==> src/logic/ldc_consts.svh <==
/*
  Constants of the lamp dimming control block: register offsets, field
  positions, reset values and timing counts.
  Assumes a 50 MHz system clock; included by its bare name.
*/
`ifndef LDC_CONSTS_SVH
`define LDC_CONSTS_SVH

// register offsets, byte addresses on the plain register port
`define LDC_OFF_CTRL        8'h00
`define LDC_OFF_BRIGHT      8'h04
`define LDC_OFF_STATUS      8'h08

// field positions
`define LDC_CTRL_SHDN_BIT   0
`define LDC_ST_LAMP_BIT     5
`define LDC_ST_OC_BIT       6
`define LDC_ST_SHDN_BIT     7
`define LDC_ST_LOCK_BIT     8
`define LDC_ST_UVLO_BIT     9

// reset values
`define LDC_CTRL_RST        1'h0
`define LDC_BRIGHT_RST      5'h00

// clock and pwm timing
`define LDC_CLK_HZ          50000000
`define LDC_DIGITAL_DIMMING_PWM_HZ         210
`define LDC_DIGITAL_DIMMING_PWM_TICKS      128
`define LDC_TICK_CYC        (`LDC_CLK_HZ / (`LDC_DIGITAL_DIMMING_PWM_HZ * `LDC_DIGITAL_DIMMING_PWM_TICKS))
`define LDC_SYNC_MIN_HZ     32000
`define LDC_SYNC_LOSS_CYC   (2 * `LDC_CLK_HZ / `LDC_SYNC_MIN_HZ)
`define LDC_LAMP_OUT_MS     1000
`define LDC_LAMP_OUT_CYC    (`LDC_CLK_HZ / 1000 * `LDC_LAMP_OUT_MS)

// duty mapping: 9 % floor, 3.125 % (4 of 128 ticks) per code step
`define LDC_MIN_DUTY_PCT    9
`define LDC_MIN_DUTY_TICKS  ((`LDC_MIN_DUTY_PCT * `LDC_DIGITAL_DIMMING_PWM_TICKS + 99) / 100)
`define LDC_STEP_TICKS      4
`define LDC_CLAMP_CODE      4
`define LDC_CODE_MAX        31
`define LDC_ADC_DIV         33

`endif

==> src/logic/ldc_pkg.sv <==
/*
  Types of the lamp dimming control block.
  Assumes ldc_consts.svh holds all numeric constants.
*/
`default_nettype none

package ldc_pkg;

  // how the minimum-level reference pin sets the dimming method
  typedef enum logic [1:0] {
    LDC_DIM_CURRENT_ONLY,
    LDC_DIM_PWM_ONLY,
    LDC_DIM_COMBINED
  } ldc_dim_e;

  // interface selected by the mode pin level
  typedef enum logic [1:0] {
    LDC_IF_DIGITAL,
    LDC_IF_NEG_SCALE,
    LDC_IF_POS_SCALE
  } ldc_if_e;

  // asynchronous pin and comparator levels, synchronised as one group
  typedef struct packed {
    logic mode_vcc;
    logic mode_ref;
    logic mode_sync;
    logic minimum_level_reference_vcc;
    logic minimum_level_reference_ref;
    logic shdn;
    logic uvlo;
    logic ifb_low;
    logic oc;
    logic sw_start;
  } ldc_pins_s;

endpackage : ldc_pkg

`default_nettype wire

==> src/logic/ldc_sync.sv <==
/*
  Two-flop level synchroniser, one chain per bit.
  Assumes inputs may change at any time relative to the clock.
*/
`default_nettype none

module ldc_sync #(
  parameter int W = 1
) (
  input  wire logic         I_CLOCK,
  input  wire logic         I_SYS_RST,
  input  wire logic [W-1:0] i_async,
  output logic      [W-1:0] o_sync
);

  // the first flop feeds only the second
  genvar b;
  generate
    for (b = 0; b < W; b++) begin : g_bit
      logic meta_reg;
      logic sync_reg;
      always_ff @(posedge I_CLOCK) begin
        if (I_SYS_RST) begin
          meta_reg <= 1'h0;
          sync_reg <= 1'h0;
        end else begin
          meta_reg <= i_async[b];
          sync_reg <= meta_reg;
        end
      end
      assign o_sync[b] = sync_reg;
    end
  endgenerate

endmodule // ldc_sync

`default_nettype wire

==> src/logic/ldc_lamp_ctrl.sv <==
/*
  Lamp dimming and protection control: method selection, hysteretic
  brightness converter, digital dimming pwm with optional sync lock,
  shutdown, undervoltage lockout, lamp-out and overcurrent handling.
  Assumes the analog inputs arrive as samples from an adc on I_CLOCK,
  all other levels come from pins or comparators asynchronously, and
  I_SYS_RST is the power-on reset.
*/
// Chosen here: the address-and-strobe port and the placing of the registers.
`default_nettype none
`include "ldc_consts.svh"

module ldc_lamp_ctrl #(
  parameter int LAMP_OUT_CYC = `LDC_LAMP_OUT_CYC
) (
  input  wire logic        I_CLOCK,
  input  wire logic        I_SYS_RST,
  // register port
  input  wire logic [7:0]  I_REG_ADDR,
  input  wire logic [31:0] I_REG_WDATA,
  input  wire logic        I_REG_WR,
  input  wire logic        I_REG_RD,
  output logic      [31:0] O_REG_RDATA,
  // analog samples, same clock
  input  wire logic [11:0] I_CTL_LEVEL,
  input  wire logic [11:0] I_CRF_LEVEL,
  // asynchronous pin and comparator levels
  input  wire logic        I_MODE_AT_VCC,
  input  wire logic        I_MODE_AT_REF,
  input  wire logic        I_MODE_SYNC,
  input  wire logic        I_MINLVL_AT_VCC,
  input  wire logic        I_MINLVL_AT_REF,
  input  wire logic        I_SHDN_PIN,
  input  wire logic        I_UVLO_LOW,
  input  wire logic        I_IFB_LOW,
  input  wire logic        I_SW_OVERCURRENT,
  input  wire logic        I_SW_CYCLE_START,
  // outputs to the power stage and current loop
  output logic             O_DIGITAL_DIMMING_PWM_ON,
  output logic      [4:0]  O_CURRENT_CODE,
  output logic             O_HS_EN,
  output logic             O_LS_EN,
  output logic             O_LAMP_FAULT,
  output logic             O_OC_FAULT,
  output logic             O_SHUTDOWN
);

  localparam int TICK_CYC  = `LDC_TICK_CYC;
  localparam int LOSS_CYC  = `LDC_SYNC_LOSS_CYC;
  localparam int MIN_TICKS = `LDC_MIN_DUTY_TICKS;

  // pin synchronisation
  ldc_pkg::ldc_pins_s pins_async;
  ldc_pkg::ldc_pins_s pins;
  logic [9:0]         pins_vec;

  assign pins_async = '{
    mode_vcc:   I_MODE_AT_VCC,
    mode_ref:   I_MODE_AT_REF,
    mode_sync:  I_MODE_SYNC,
    minimum_level_reference_vcc: I_MINLVL_AT_VCC,
    minimum_level_reference_ref: I_MINLVL_AT_REF,
    shdn:       I_SHDN_PIN,
    uvlo:       I_UVLO_LOW,
    ifb_low:    I_IFB_LOW,
    oc:         I_SW_OVERCURRENT,
    sw_start:   I_SW_CYCLE_START
  };

  ldc_sync #(.W(10)) u_sync (
    .I_CLOCK   (I_CLOCK),
    .I_SYS_RST (I_SYS_RST),
    .i_async   (pins_async),
    .o_sync    (pins_vec)
  );
  assign pins = ldc_pkg::ldc_pins_s'(pins_vec);

  // state
  logic        shdn_ctl_reg;
  logic [4:0]  bright_reg;
  logic [4:0]  adc_code_reg;
  logic [4:0]  code_reg;
  logic [6:0]  tick_cnt_reg;
  logic [10:0] osc_cnt_reg;
  logic [11:0] sync_age_reg;
  logic        sync_d_reg;
  logic        swst_d_reg;
  logic [25:0] lamp_cnt_reg;
  logic        lamp_fault_reg;
  logic        oc_fault_reg;
  logic        oc_cut_reg;
  logic        digital_dimming_pwm_on_reg;
  logic [4:0]  cur_code_reg;
  logic        hs_en_reg;
  logic        ls_en_reg;
  logic [31:0] rdata_reg;
  logic        sync_locked;

  // interface and dimming method decode
  ldc_pkg::ldc_if_e  if_mode;
  ldc_pkg::ldc_dim_e dim_mode;

  assign if_mode = pins.mode_vcc ? ldc_pkg::LDC_IF_DIGITAL :
                   pins.mode_ref ? ldc_pkg::LDC_IF_NEG_SCALE :
                                   ldc_pkg::LDC_IF_POS_SCALE;
  assign dim_mode = pins.minimum_level_reference_vcc ? ldc_pkg::LDC_DIM_CURRENT_ONLY :
                    pins.minimum_level_reference_ref ? ldc_pkg::LDC_DIM_PWM_ONLY :
                                      ldc_pkg::LDC_DIM_COMBINED;

  // shutdown: register bit only counts in digital mode
  wire logic digital   = (if_mode == ldc_pkg::LDC_IF_DIGITAL);
  wire logic shutdown  = pins.shdn | (digital & shdn_ctl_reg);
  wire logic running   = ~shutdown & ~lamp_fault_reg;

  // register port decode
  wire logic sel_ctrl   = (I_REG_ADDR == `LDC_OFF_CTRL);
  wire logic sel_bright = (I_REG_ADDR == `LDC_OFF_BRIGHT);
  wire logic sel_status = (I_REG_ADDR == `LDC_OFF_STATUS);

  // register writes stay live in shutdown
  always_ff @(posedge I_CLOCK) begin
    if (I_SYS_RST) begin
      shdn_ctl_reg <= `LDC_CTRL_RST;
      bright_reg   <= `LDC_BRIGHT_RST;
    end else if (I_REG_WR) begin
      if (sel_ctrl) begin
        shdn_ctl_reg <= I_REG_WDATA[`LDC_CTRL_SHDN_BIT];
      end
      if (sel_bright) begin
        bright_reg <= I_REG_WDATA[4:0];
      end
    end
  end

  // read data, one cycle after the strobe, zero elsewhere
  logic [31:0] status_word;
  always_comb begin
    status_word = 32'h0000_0000;
    status_word[4:0] = code_reg;
    status_word[`LDC_ST_LAMP_BIT] = lamp_fault_reg;
    status_word[`LDC_ST_OC_BIT]   = oc_fault_reg;
    status_word[`LDC_ST_SHDN_BIT] = shutdown;
    status_word[`LDC_ST_LOCK_BIT] = sync_locked;
    status_word[`LDC_ST_UVLO_BIT] = pins.uvlo;
  end

  wire logic [31:0] rdata_next =
      ~I_REG_RD  ? 32'h0000_0000 :
      sel_ctrl   ? {31'h0000_0000, shdn_ctl_reg} :
      sel_bright ? {27'h000_0000, bright_reg} :
      sel_status ? status_word : 32'h0000_0000;

  always_ff @(posedge I_CLOCK) begin
    if (I_SYS_RST) begin
      rdata_reg <= 32'h0000_0000;
    end else begin
      rdata_reg <= rdata_next;
    end
  end

  // hysteretic converter: compare ctl*33 with k*crf
  wire logic [17:0] ctl33 = 18'(I_CTL_LEVEL) * 18'(`LDC_ADC_DIV);
  wire logic [17:0] crf   = 18'(I_CRF_LEVEL);
  wire logic [17:0] n     = 18'(adc_code_reg);
  wire logic [17:0] thr_pos_up = (n + 18'h00002) * crf;
  wire logic [17:0] thr_pos_dn = n * crf;
  wire logic [17:0] thr_neg_up = (18'(`LDC_ADC_DIV) - n) * crf;
  wire logic [17:0] thr_neg_dn = (18'(`LDC_CODE_MAX) - n) * crf;
  wire logic at_top = (adc_code_reg == 5'h1F);
  wire logic at_bot = (adc_code_reg == 5'h00);

  // gap between thresholds is the one-step hysteresis
  logic adc_inc;
  logic adc_dec;
  always_comb begin
    adc_inc = 1'h0;
    adc_dec = 1'h0;
    if (if_mode == ldc_pkg::LDC_IF_POS_SCALE) begin
      adc_inc = ~at_top & (ctl33 > thr_pos_up);
      adc_dec = ~at_bot & (ctl33 < thr_pos_dn);
    end else if (if_mode == ldc_pkg::LDC_IF_NEG_SCALE) begin
      adc_dec = ~at_bot & (ctl33 > thr_neg_up);
      adc_inc = ~at_top & (ctl33 < thr_neg_dn);
    end
  end

  // one step per clock; a jump of n codes settles in n cycles, up to 31
  always_ff @(posedge I_CLOCK) begin
    if (I_SYS_RST) begin
      adc_code_reg <= 5'h00;
    end else if (adc_inc) begin
      adc_code_reg <= adc_code_reg + 5'h01;
    end else if (adc_dec) begin
      adc_code_reg <= adc_code_reg - 5'h01;
    end
  end

  wire logic [4:0] sel_code = digital ? bright_reg : adc_code_reg;

  // sync detection on the mode pin
  wire logic sync_rise   = pins.mode_sync & ~sync_d_reg;
  assign sync_locked = (sync_age_reg < 12'(LOSS_CYC));

  always_ff @(posedge I_CLOCK) begin
    if (I_SYS_RST) begin
      sync_d_reg   <= 1'h0;
      sync_age_reg <= 12'(LOSS_CYC);
    end else begin
      sync_d_reg <= pins.mode_sync;
      if (sync_rise) begin
        sync_age_reg <= 12'h000;
      end else if (sync_locked) begin
        sync_age_reg <= sync_age_reg + 12'h001;
      end
    end
  end

  // internal oscillator tick when no sync is present
  wire logic osc_tick = (osc_cnt_reg == 11'(TICK_CYC - 1));
  wire logic tick     = sync_locked ? sync_rise : osc_tick;

  always_ff @(posedge I_CLOCK) begin
    if (I_SYS_RST || osc_tick) begin
      osc_cnt_reg <= 11'h000;
    end else begin
      osc_cnt_reg <= osc_cnt_reg + 11'h001;
    end
  end

  // 128 ticks per period; while running, code latched only at the boundary
  wire logic boundary = tick & (tick_cnt_reg == 7'h7F);

  always_ff @(posedge I_CLOCK) begin
    if (I_SYS_RST || !running) begin
      tick_cnt_reg <= 7'h00;
      code_reg     <= sel_code;  // idle: follow directly
    end else if (tick) begin
      tick_cnt_reg <= tick_cnt_reg + 7'h01;
      if (boundary) begin
        code_reg <= sel_code;
      end
    end
  end

  // duty in ticks: floor for low codes, 4 ticks per step above
  wire logic [7:0] step_ticks = (8'(code_reg) + 8'h01) * 8'(`LDC_STEP_TICKS);
  wire logic [7:0] on_ticks   = (code_reg < 5'(`LDC_CLAMP_CODE)) ?
                                8'(MIN_TICKS) : step_ticks;
  // code 31 gives 128 ticks, on for the whole period
  wire logic pwm_phase = ({1'h0, tick_cnt_reg} < on_ticks);

  logic       digital_dimming_pwm_next;
  logic [4:0] cur_code_next;
  always_comb begin
    case (dim_mode)
      ldc_pkg::LDC_DIM_CURRENT_ONLY: begin
        digital_dimming_pwm_next     = 1'h1;
        cur_code_next = code_reg;
      end
      ldc_pkg::LDC_DIM_PWM_ONLY: begin
        digital_dimming_pwm_next     = pwm_phase;
        cur_code_next = 5'h1F;
      end
      ldc_pkg::LDC_DIM_COMBINED: begin
        digital_dimming_pwm_next     = pwm_phase;
        cur_code_next = code_reg;
      end
      default: begin
        digital_dimming_pwm_next     = 1'h0;
        cur_code_next = 5'h00;
      end
    endcase
  end

  // lamp-out timer counts on-phase time with low feedback peaks
  wire logic lamp_low   = running & digital_dimming_pwm_on_reg & pins.ifb_low;
  wire logic lamp_limit = (lamp_cnt_reg == 26'(LAMP_OUT_CYC - 1));

  always_ff @(posedge I_CLOCK) begin
    if (I_SYS_RST || shutdown) begin
      lamp_cnt_reg <= 26'h000_0000;
    end else if (!pins.ifb_low) begin
      lamp_cnt_reg <= 26'h000_0000;  // peak recovered, restart
    end else if (lamp_low && !lamp_limit) begin
      lamp_cnt_reg <= lamp_cnt_reg + 26'h000_0001;
    end
  end

  // faults: latched, cleared by power-on reset or shutdown
  always_ff @(posedge I_CLOCK) begin
    if (I_SYS_RST) begin
      lamp_fault_reg <= 1'h0;
      oc_fault_reg   <= 1'h0;
    end else if (shutdown) begin
      lamp_fault_reg <= 1'h0;
      oc_fault_reg   <= 1'h0;
    end else begin
      if (lamp_low && lamp_limit) begin
        lamp_fault_reg <= 1'h1;
      end
      if (pins.oc) begin
        oc_fault_reg <= 1'h1;
      end
    end
  end

  // high-side cut holds until the next switching cycle; set wins
  wire logic sw_rise    = pins.sw_start & ~swst_d_reg;
  wire logic oc_cut_next = pins.oc | (oc_cut_reg & ~sw_rise);

  always_ff @(posedge I_CLOCK) begin
    if (I_SYS_RST) begin
      swst_d_reg <= 1'h0;
      oc_cut_reg <= 1'h0;
    end else begin
      swst_d_reg <= pins.sw_start;
      oc_cut_reg <= oc_cut_next & running;
    end
  end

  // driver enables; undervoltage blocks both sides
  wire logic drive = running & digital_dimming_pwm_next & ~pins.uvlo;

  always_ff @(posedge I_CLOCK) begin
    if (I_SYS_RST) begin
      digital_dimming_pwm_on_reg  <= 1'h0;
      cur_code_reg <= 5'h00;
      hs_en_reg    <= 1'h0;
      ls_en_reg    <= 1'h0;
    end else begin
      digital_dimming_pwm_on_reg  <= running & digital_dimming_pwm_next;
      cur_code_reg <= running ? cur_code_next : 5'h00;
      hs_en_reg    <= drive & ~oc_cut_next;
      ls_en_reg    <= drive;
    end
  end

  assign O_REG_RDATA    = rdata_reg;
  assign O_DIGITAL_DIMMING_PWM_ON      = digital_dimming_pwm_on_reg;
  assign O_CURRENT_CODE = cur_code_reg;
  assign O_HS_EN        = hs_en_reg;
  assign O_LS_EN        = ls_en_reg;
  assign O_LAMP_FAULT   = lamp_fault_reg;
  assign O_OC_FAULT     = oc_fault_reg;
  assign O_SHUTDOWN     = shutdown;

endmodule // ldc_lamp_ctrl

`default_nettype wire

==> config.mk <==
export PLATFORM = sky130hd
export DESIGN_NAME = ldc_lamp_ctrl
export DESIGN_NICKNAME = d
export VERILOG_FILES = /design/src/logic/ldc_pkg.sv /design/src/logic/ldc_sync.sv /design/src/logic/ldc_lamp_ctrl.sv
export VERILOG_INCLUDE_DIRS = /design/src /design/src/logic
export SDC_FILE = /design/constraint.sdc
export NUM_CORES = 1
export LEC_CHECK = 0
export ABC_AREA = 1
export BUFFER_PORTS_ARGS = -buffer_cell sky130_fd_sc_hd__buf_2
export CAP_MARGIN = 20
export CORE_ASPECT_RATIO = 1.2
export CORE_MARGIN = 2
export CORE_UTILIZATION = 40
export CTS_CLUSTER_DIAMETER = 60
export DETAILED_ROUTE_END_ITERATION = 16
export GPL_TIMING_DRIVEN = 0
export SLEW_MARGIN = 10
export SYNTH_ARGS = -nofsm -noshare
export SYNTH_HDL_FRONTEND = slang
export SYNTH_HIERARCHICAL = 1
export SYNTH_SLANG_ARGS = --single-unit
==> constraint.sdc <==
create_clock -name I_CLOCK -period 9.4 [get_ports I_CLOCK]
set_input_delay 1.88 -clock I_CLOCK [delete_from_list [all_inputs] [get_ports I_CLOCK]]
set_output_delay 1.88 -clock I_CLOCK [all_outputs]
set_load 0.02 [all_outputs]
## After elaboration in Yosys (flattened, before gate mapping)

Cells that the tools add are included.

| word-level totals | value |
|---|---|
| flip-flop bits (word level) | 137 |
| input bits | 78 |
| word-level logic and storage cells | 156 |

| cells by class | value |
|---|---|
| $add $sub $neg | 10 |
| multipliers | 5 |
| order comparisons | 7 |
| equal/unequal tests | 10 |
| multiplexer cells | 23 |
| bitwise gates (word level) | 31 |
| reductions and logical operators | 28 |

Operators by type and width:

| operator | count |
|---|---|
| 5-bit 2-to-1 mux | 8 |
| 18-bit > comparator | 2 |
| 26-bit by 1-bit adder with 26-bit output, second input constant | 1 |
| 26-bit == test, second input constant | 1 |
| 12-bit 2-to-1 mux | 2 |
| 18-bit by 17-bit < comparator with 1-bit output | 1 |
| 18-bit < comparator | 1 |
| 12-bit by 6-bit multiplier with 18-bit output, second input constant | 1 |
| 6-bit by 12-bit multiplier with 18-bit output | 1 |
| 6-bit by 13-bit multiplier with 18-bit output | 1 |
| 7-bit by 13-bit multiplier with 18-bit output | 1 |
| 5-bit by 12-bit multiplier with 17-bit output | 1 |
| 1-bit AND | 16 |
| 2-bit OR reduction | 7 |
| 1-bit NOT | 13 |
| 12-bit by 1-bit adder with 12-bit output, second input constant | 1 |
| 12-bit < comparator, second input constant | 1 |
| 11-bit by 1-bit adder with 11-bit output, second input constant | 1 |
| 11-bit == test, second input constant | 1 |
| 5-bit one-hot mux with 2 select lines | 1 |
| 8-bit by 3-bit == test with 1-bit output, second input constant | 1 |
| 8-bit by 4-bit == test with 1-bit output, second input constant | 1 |
| 8-bit zero test | 1 |
| 7-bit by 8-bit < comparator with 1-bit output | 1 |
| other kinds (27) | 48 |

## Longest topological paths before layout

| logic depth | value |
|---|---|
| word-level depth | 11 |
| depth in mapped cells | 40 |
| gate-level depth less buffers | 39 |

## Cells and area by module

Netlist, hierarchy kept.

By module, submodules not included:

| module | instances | cells an instance | area each (um2) | sequential area each (um2) |
|---|---|---|---|---|
| ldc_lamp_ctrl | 1 | 2051 | 15124.5 | 1951.9 |
| ldc_sync | 1 | 72 | 648.1 | 400.4 |

## Least setup slack after synthesis

Ideal clock, no wire load.

| path | value |
|---|---|
| path type | input-to-reg |
| start point | input port I_CRF_LEVEL[5] |
| end point | register adc_code_reg[4] |
| arrival time | 7262 ps |
| required time | 9268 ps |
| slack | 2006 ps |
| stages | 36 |
| path buffers | 1 |
| cell sequence | clkbuf_1 clkinv_1 nor2_1 fa_1 fa_1 inv_1 fa_1 inv_1 ha_1 a21oi_1 o21ai_0 a21oi_1 o21ai_0 nand3_1 nand2_1 nand3_1 nand2_1 xor2_1 ha_1 nand2_1 nor2_1 and2_1 nand4_1 nand3_1 nand2_1 o21ai_2 inv_2 ha_1 inv_1 o21bai_1 a31oi_1 inv_1 nand2_1 nand2_1 nand2_1 a21oi_1 |

| on the way | value |
|---|---|
| word-level cells in the longest chain between the ends | 6 |
| elaborated cells between the ends (all ways) | 18 |
| classes of those cells | mul: 4; order compare: 4; mux: 5; bitwise: 4; reduce/logical: 1 |

RTL lines:

| item | RTL line | source |
|---|---|---|
| from (decl) | ldc_lamp_ctrl.sv:26 | `input wire logic [11:0] I_CRF_LEVEL,` |
| 6-bit by 13-bit multiplier with 18-bit output / 7-bit by 13-bit multiplier with 18-bit output (equally long branches) | ldc_lamp_ctrl.sv:168, ldc_lamp_ctrl.sv:167 |  |
| 18-bit < comparator / 18-bit > comparator (equally long branches) | ldc_lamp_ctrl.sv:183, ldc_lamp_ctrl.sv:182 |  |
| 1-bit AND (on tied branches) | ldc_lamp_ctrl.sv:183, ldc_lamp_ctrl.sv:182 |  |
| 1-bit 2-to-1 mux | ldc_lamp_ctrl.sv:181 | `end else if (if_mode == ldc_pkg::LDC_IF_NEG_SCALE) begin` |
| 1-bit 2-to-1 mux | ldc_lamp_ctrl.sv:178 | `if (if_mode == ldc_pkg::LDC_IF_POS_SCALE) begin` |
| 5-bit 2-to-1 mux / 2-bit nonzero test (equally long branches) | - |  |
| to (signal assigned) | ldc_lamp_ctrl.sv:192 | `adc_code_reg <= adc_code_reg + 5'h01;` |
| to (signal assigned) | ldc_lamp_ctrl.sv:194 | `adc_code_reg <= adc_code_reg - 5'h01;` |
| to (decl) | ldc_lamp_ctrl.sv:81 | `logic [4:0] adc_code_reg;` |

Several ways; a longest one is shown, not always the timed one.
A chain may end at the register's enable or synchronous reset.

## Worst setup path after layout

Ends and elaborated chain as after synthesis.

==> flow_metrics.py <==
metrics = {
    "logic_synthesis": {
        "synth_top_area_share_pct": 18.6,
        "synth_top_area_cell": "ha_1",
        "synth_enable_flop_cells": 5,
        "syn_area_per_cell_sq_um": 7.43,
        "ys_types": 57,
        "synth_flop_cell": "dfxtp_1",
        "synthTopCellsByArea": "ha_1, fa_1, dfxtp_1, inv_1, nand2_1",
        "yosysWarnings": 6,
        "ys_seq_area_share_pct": 14.9,
        "async_flop_share_pct": 0,
        "synth_seq_cells": 115,
        "synth_cells": 2123,
        "syn_area_sq_mm": 0.0158,
    },
    "clocking": {
        "cts_resized": 0,
        "hold_buffers": 0,
        "root_buffer": "clkbuf_16",
        "h-tree-depth": 4,
        "cts_setup_buffers": 0,
        "cts_made_buffers": 17,
        "tritoncts": "done",
        "clkTransAtPathRegs_ns": 0.05,
        "clk_path_buf_depth": 2,
        "insertion_delay_ns": 0.42,
        "clkSinkCount": 115,
    },
    "place": {
        "gp_congestion": 0.976,
        "hpwlAfterDp_um": 37400,
        "io_buffers": 63,
        "dpl_worst_slack_ns": 0.313,
        "dp_cells": 2733,
        "place_area_sq_mm": 0.0168,
    },
    "critical_path": {
        "crit_slowest_cell": "fa_1",
        "cp-end-kind": "register",
        "max_stage_delay_ns": 0.55,
        "path_class": "in2reg",
        "arrival_ns": 9.01,
        "cp.required_ns": 9.66,
        "cp.buffers_inverters": 5,
        "cp_common_cell": "nand2_1",
        "start_kind": "input port",
        "path_delay_family": "adder cells",
        "crit_fanout": 9,
    },
    "floorplan": {
        "die_h_um": 222,
        "design.core.area_sq_mm": 0.0388,
        "initial_core_util_pct": 40.6,
        "placementRows": 79,
        "die_w_um": 185,
        "die_area_sq_mm": 0.0410,
        "io_pins": 121,
    },
    "timing": {
        "rsz0062_at_grt": "false",
        "period_needed_ns": 8.75,
        "fin_crit_sh_pct": 93.1,
        "timing.final.ws_setup_ns": 0.653,
        "tightest_slew_ns": 1.08,
        "skew_ns": 0.0123,
        "finalMaxSlewViolations": 0,
        "slew_headroom_pct": 27.5,
        "setup_viol": 0,
        "finalHoldViolCount": 0,
        "finalSetupTns_ns": 0,
        "fmax_mhz": 114,
    },
    "routing": {
        "drt-pass1-iter-count": 5,
        "vias_per_cell": 5.05,
        "wire_per_inst_um": 15.9,
        "drc_errors": 0,
        "routed_wirelength_um": 44000,
        "num_vias": 14000,
        "drtIter0Drc": 810,
        "postRouteAntennaNets": 0,
    },
    "grt": {
        "track_usage_pct": 21.9,
        "grt_pass1_wl_um": 70600,
        "gr-total-overflow": 0,
        "antenna_found_initial": 1,
        "grt_pass1_vias": 14200,
        "grt_max_degree": 17,
    },
    "worst_hold_path": {
        "worst_hold_path_type": "reg2reg",
    },
    "layout": {
        "stdcell_area_sq_mm": 0.0175,
        "layout_common_cells": "inv_1, nand2_1, nor2_1",
        "nets": 2682,
        "final_common_cell": "inv_1",
        "syn_to_final_growth_pct": 10.8,
        "largest_register_ffs": 26,
        "stdcell_count": 2766,
        "drive_gt1_share_pct": 7.91,
        "fillerInstances": 4026,
    },
    "outcome": {
        "status": "complete, no violations",
    },
    "run": {
        "maxCapViolations": 0,
    },
}
==> per-stage QoR <==
stage          util [%]  hold slack [ns]
3_5_place_dp       43.3            0.396
5_1_grt            45.0            0.417
2_1_floorplan         -            0.388
4_1_cts            45.0            0.402
6_report           45.0            0.400
3_3_place_gp       43.3            0.394
==> cells by family after synthesis <==
group | count (synthesis) | share of synthesized area, %
adder cells (fa/ha/maj) | 378 | 36.8
AO/OA/AOI/OAI | 268 | 9.40
other | 1 | 0.0238
XOR/XNOR | 79 | 4.39
AND/OR/NAND/NOR | 760 | 21.1
flip-flops | 115 | 14.9
buffers and inverters | 522 | 13.4
==> tightest hold or removal path, delay by kind of cell, from the launching register on <==
kind | cells | cell delay (ns)
and+or+nand+nor | 1 | 0.03
DFF | 1 | 0.29
buffers and inverters | 1 | 0.04
==> final timing paths <==
kind	start	endpoint	slack (ns)	cells past startpoint
setup / recovery	I_CRF_LEVEL[5]	adc_code_reg[4]	0.65	31
hold reg to reg	u_sync/g_bit[0].meta_reg	u_sync/g_bit[0].sync_reg	0.40	2
hold / removal	u_sync/g_bit[0].meta_reg	u_sync/g_bit[0].sync_reg	0.40	2
setup reg to reg	adc_code_reg[2]	adc_code_reg[1]	0.76	34
==> layer usage <==
layer / up-vias / part of all wire (%) / track usage, % / routed length (um)
met3: 120 / 4.1 / 2.20 / 1780
met5: - / 0 / 0 / 0
met4: 0 / 4.9 / 10.4 / 2180
met2: 398 / 52 / 40.4 / 22800
met1: 6598 / 39 / 24.9 / 17300
li1: 6840 / - / - / -
==> cells in the mapped netlist (3+ instances only) <==
master,instances
a211oi_1,4
a21o_1,4
a21oi_1,137
a31oi_1,7
and3_1,3
buf_2,5
buf_4,32
buf_6,3
clkbuf_1,29
clkinv_1,12
dfxtp_1,110
edfxtp_1,5
fa_1,143
ha_1,235
inv_1,429
inv_2,8
nand2_1,329
nand2_4,5
nand3_1,57
nand3_2,6
nand4_1,28
nor2_1,254
nor2_2,3
nor3_1,32
nor3_2,5
nor3b_1,5
nor4_1,17
o21a_1,4
o21ai_0,65
o21ai_1,12
o21ai_2,3
o21bai_1,9
o31ai_1,14
or2_2,3
xnor2_1,27
xor2_1,52
==> cell type report <==
| cell class | count | area (sq um) | area share, % |
|---|---|---|---|
| multi-input combinational | 1507 | 11400 | 65.2 |
| antenna | 1 | 2.50 | 0.0143 |
| tap | 526 | 658 | 3.77 |
| timing repair buffer | 63 | 315 | 1.80 |
| buffer | 71 | 415 | 2.38 |
| clock inverter | 8 | 144 | 0.823 |
| sequential | 115 | 2350 | 13.5 |
| clock buffer | 24 | 503 | 2.88 |
| inverter | 451 | 1700 | 9.72 |
Power is left out: the tool's default activity adds up to more than one toggle a clock period on the data nets, which glitch-free logic cannot reach.
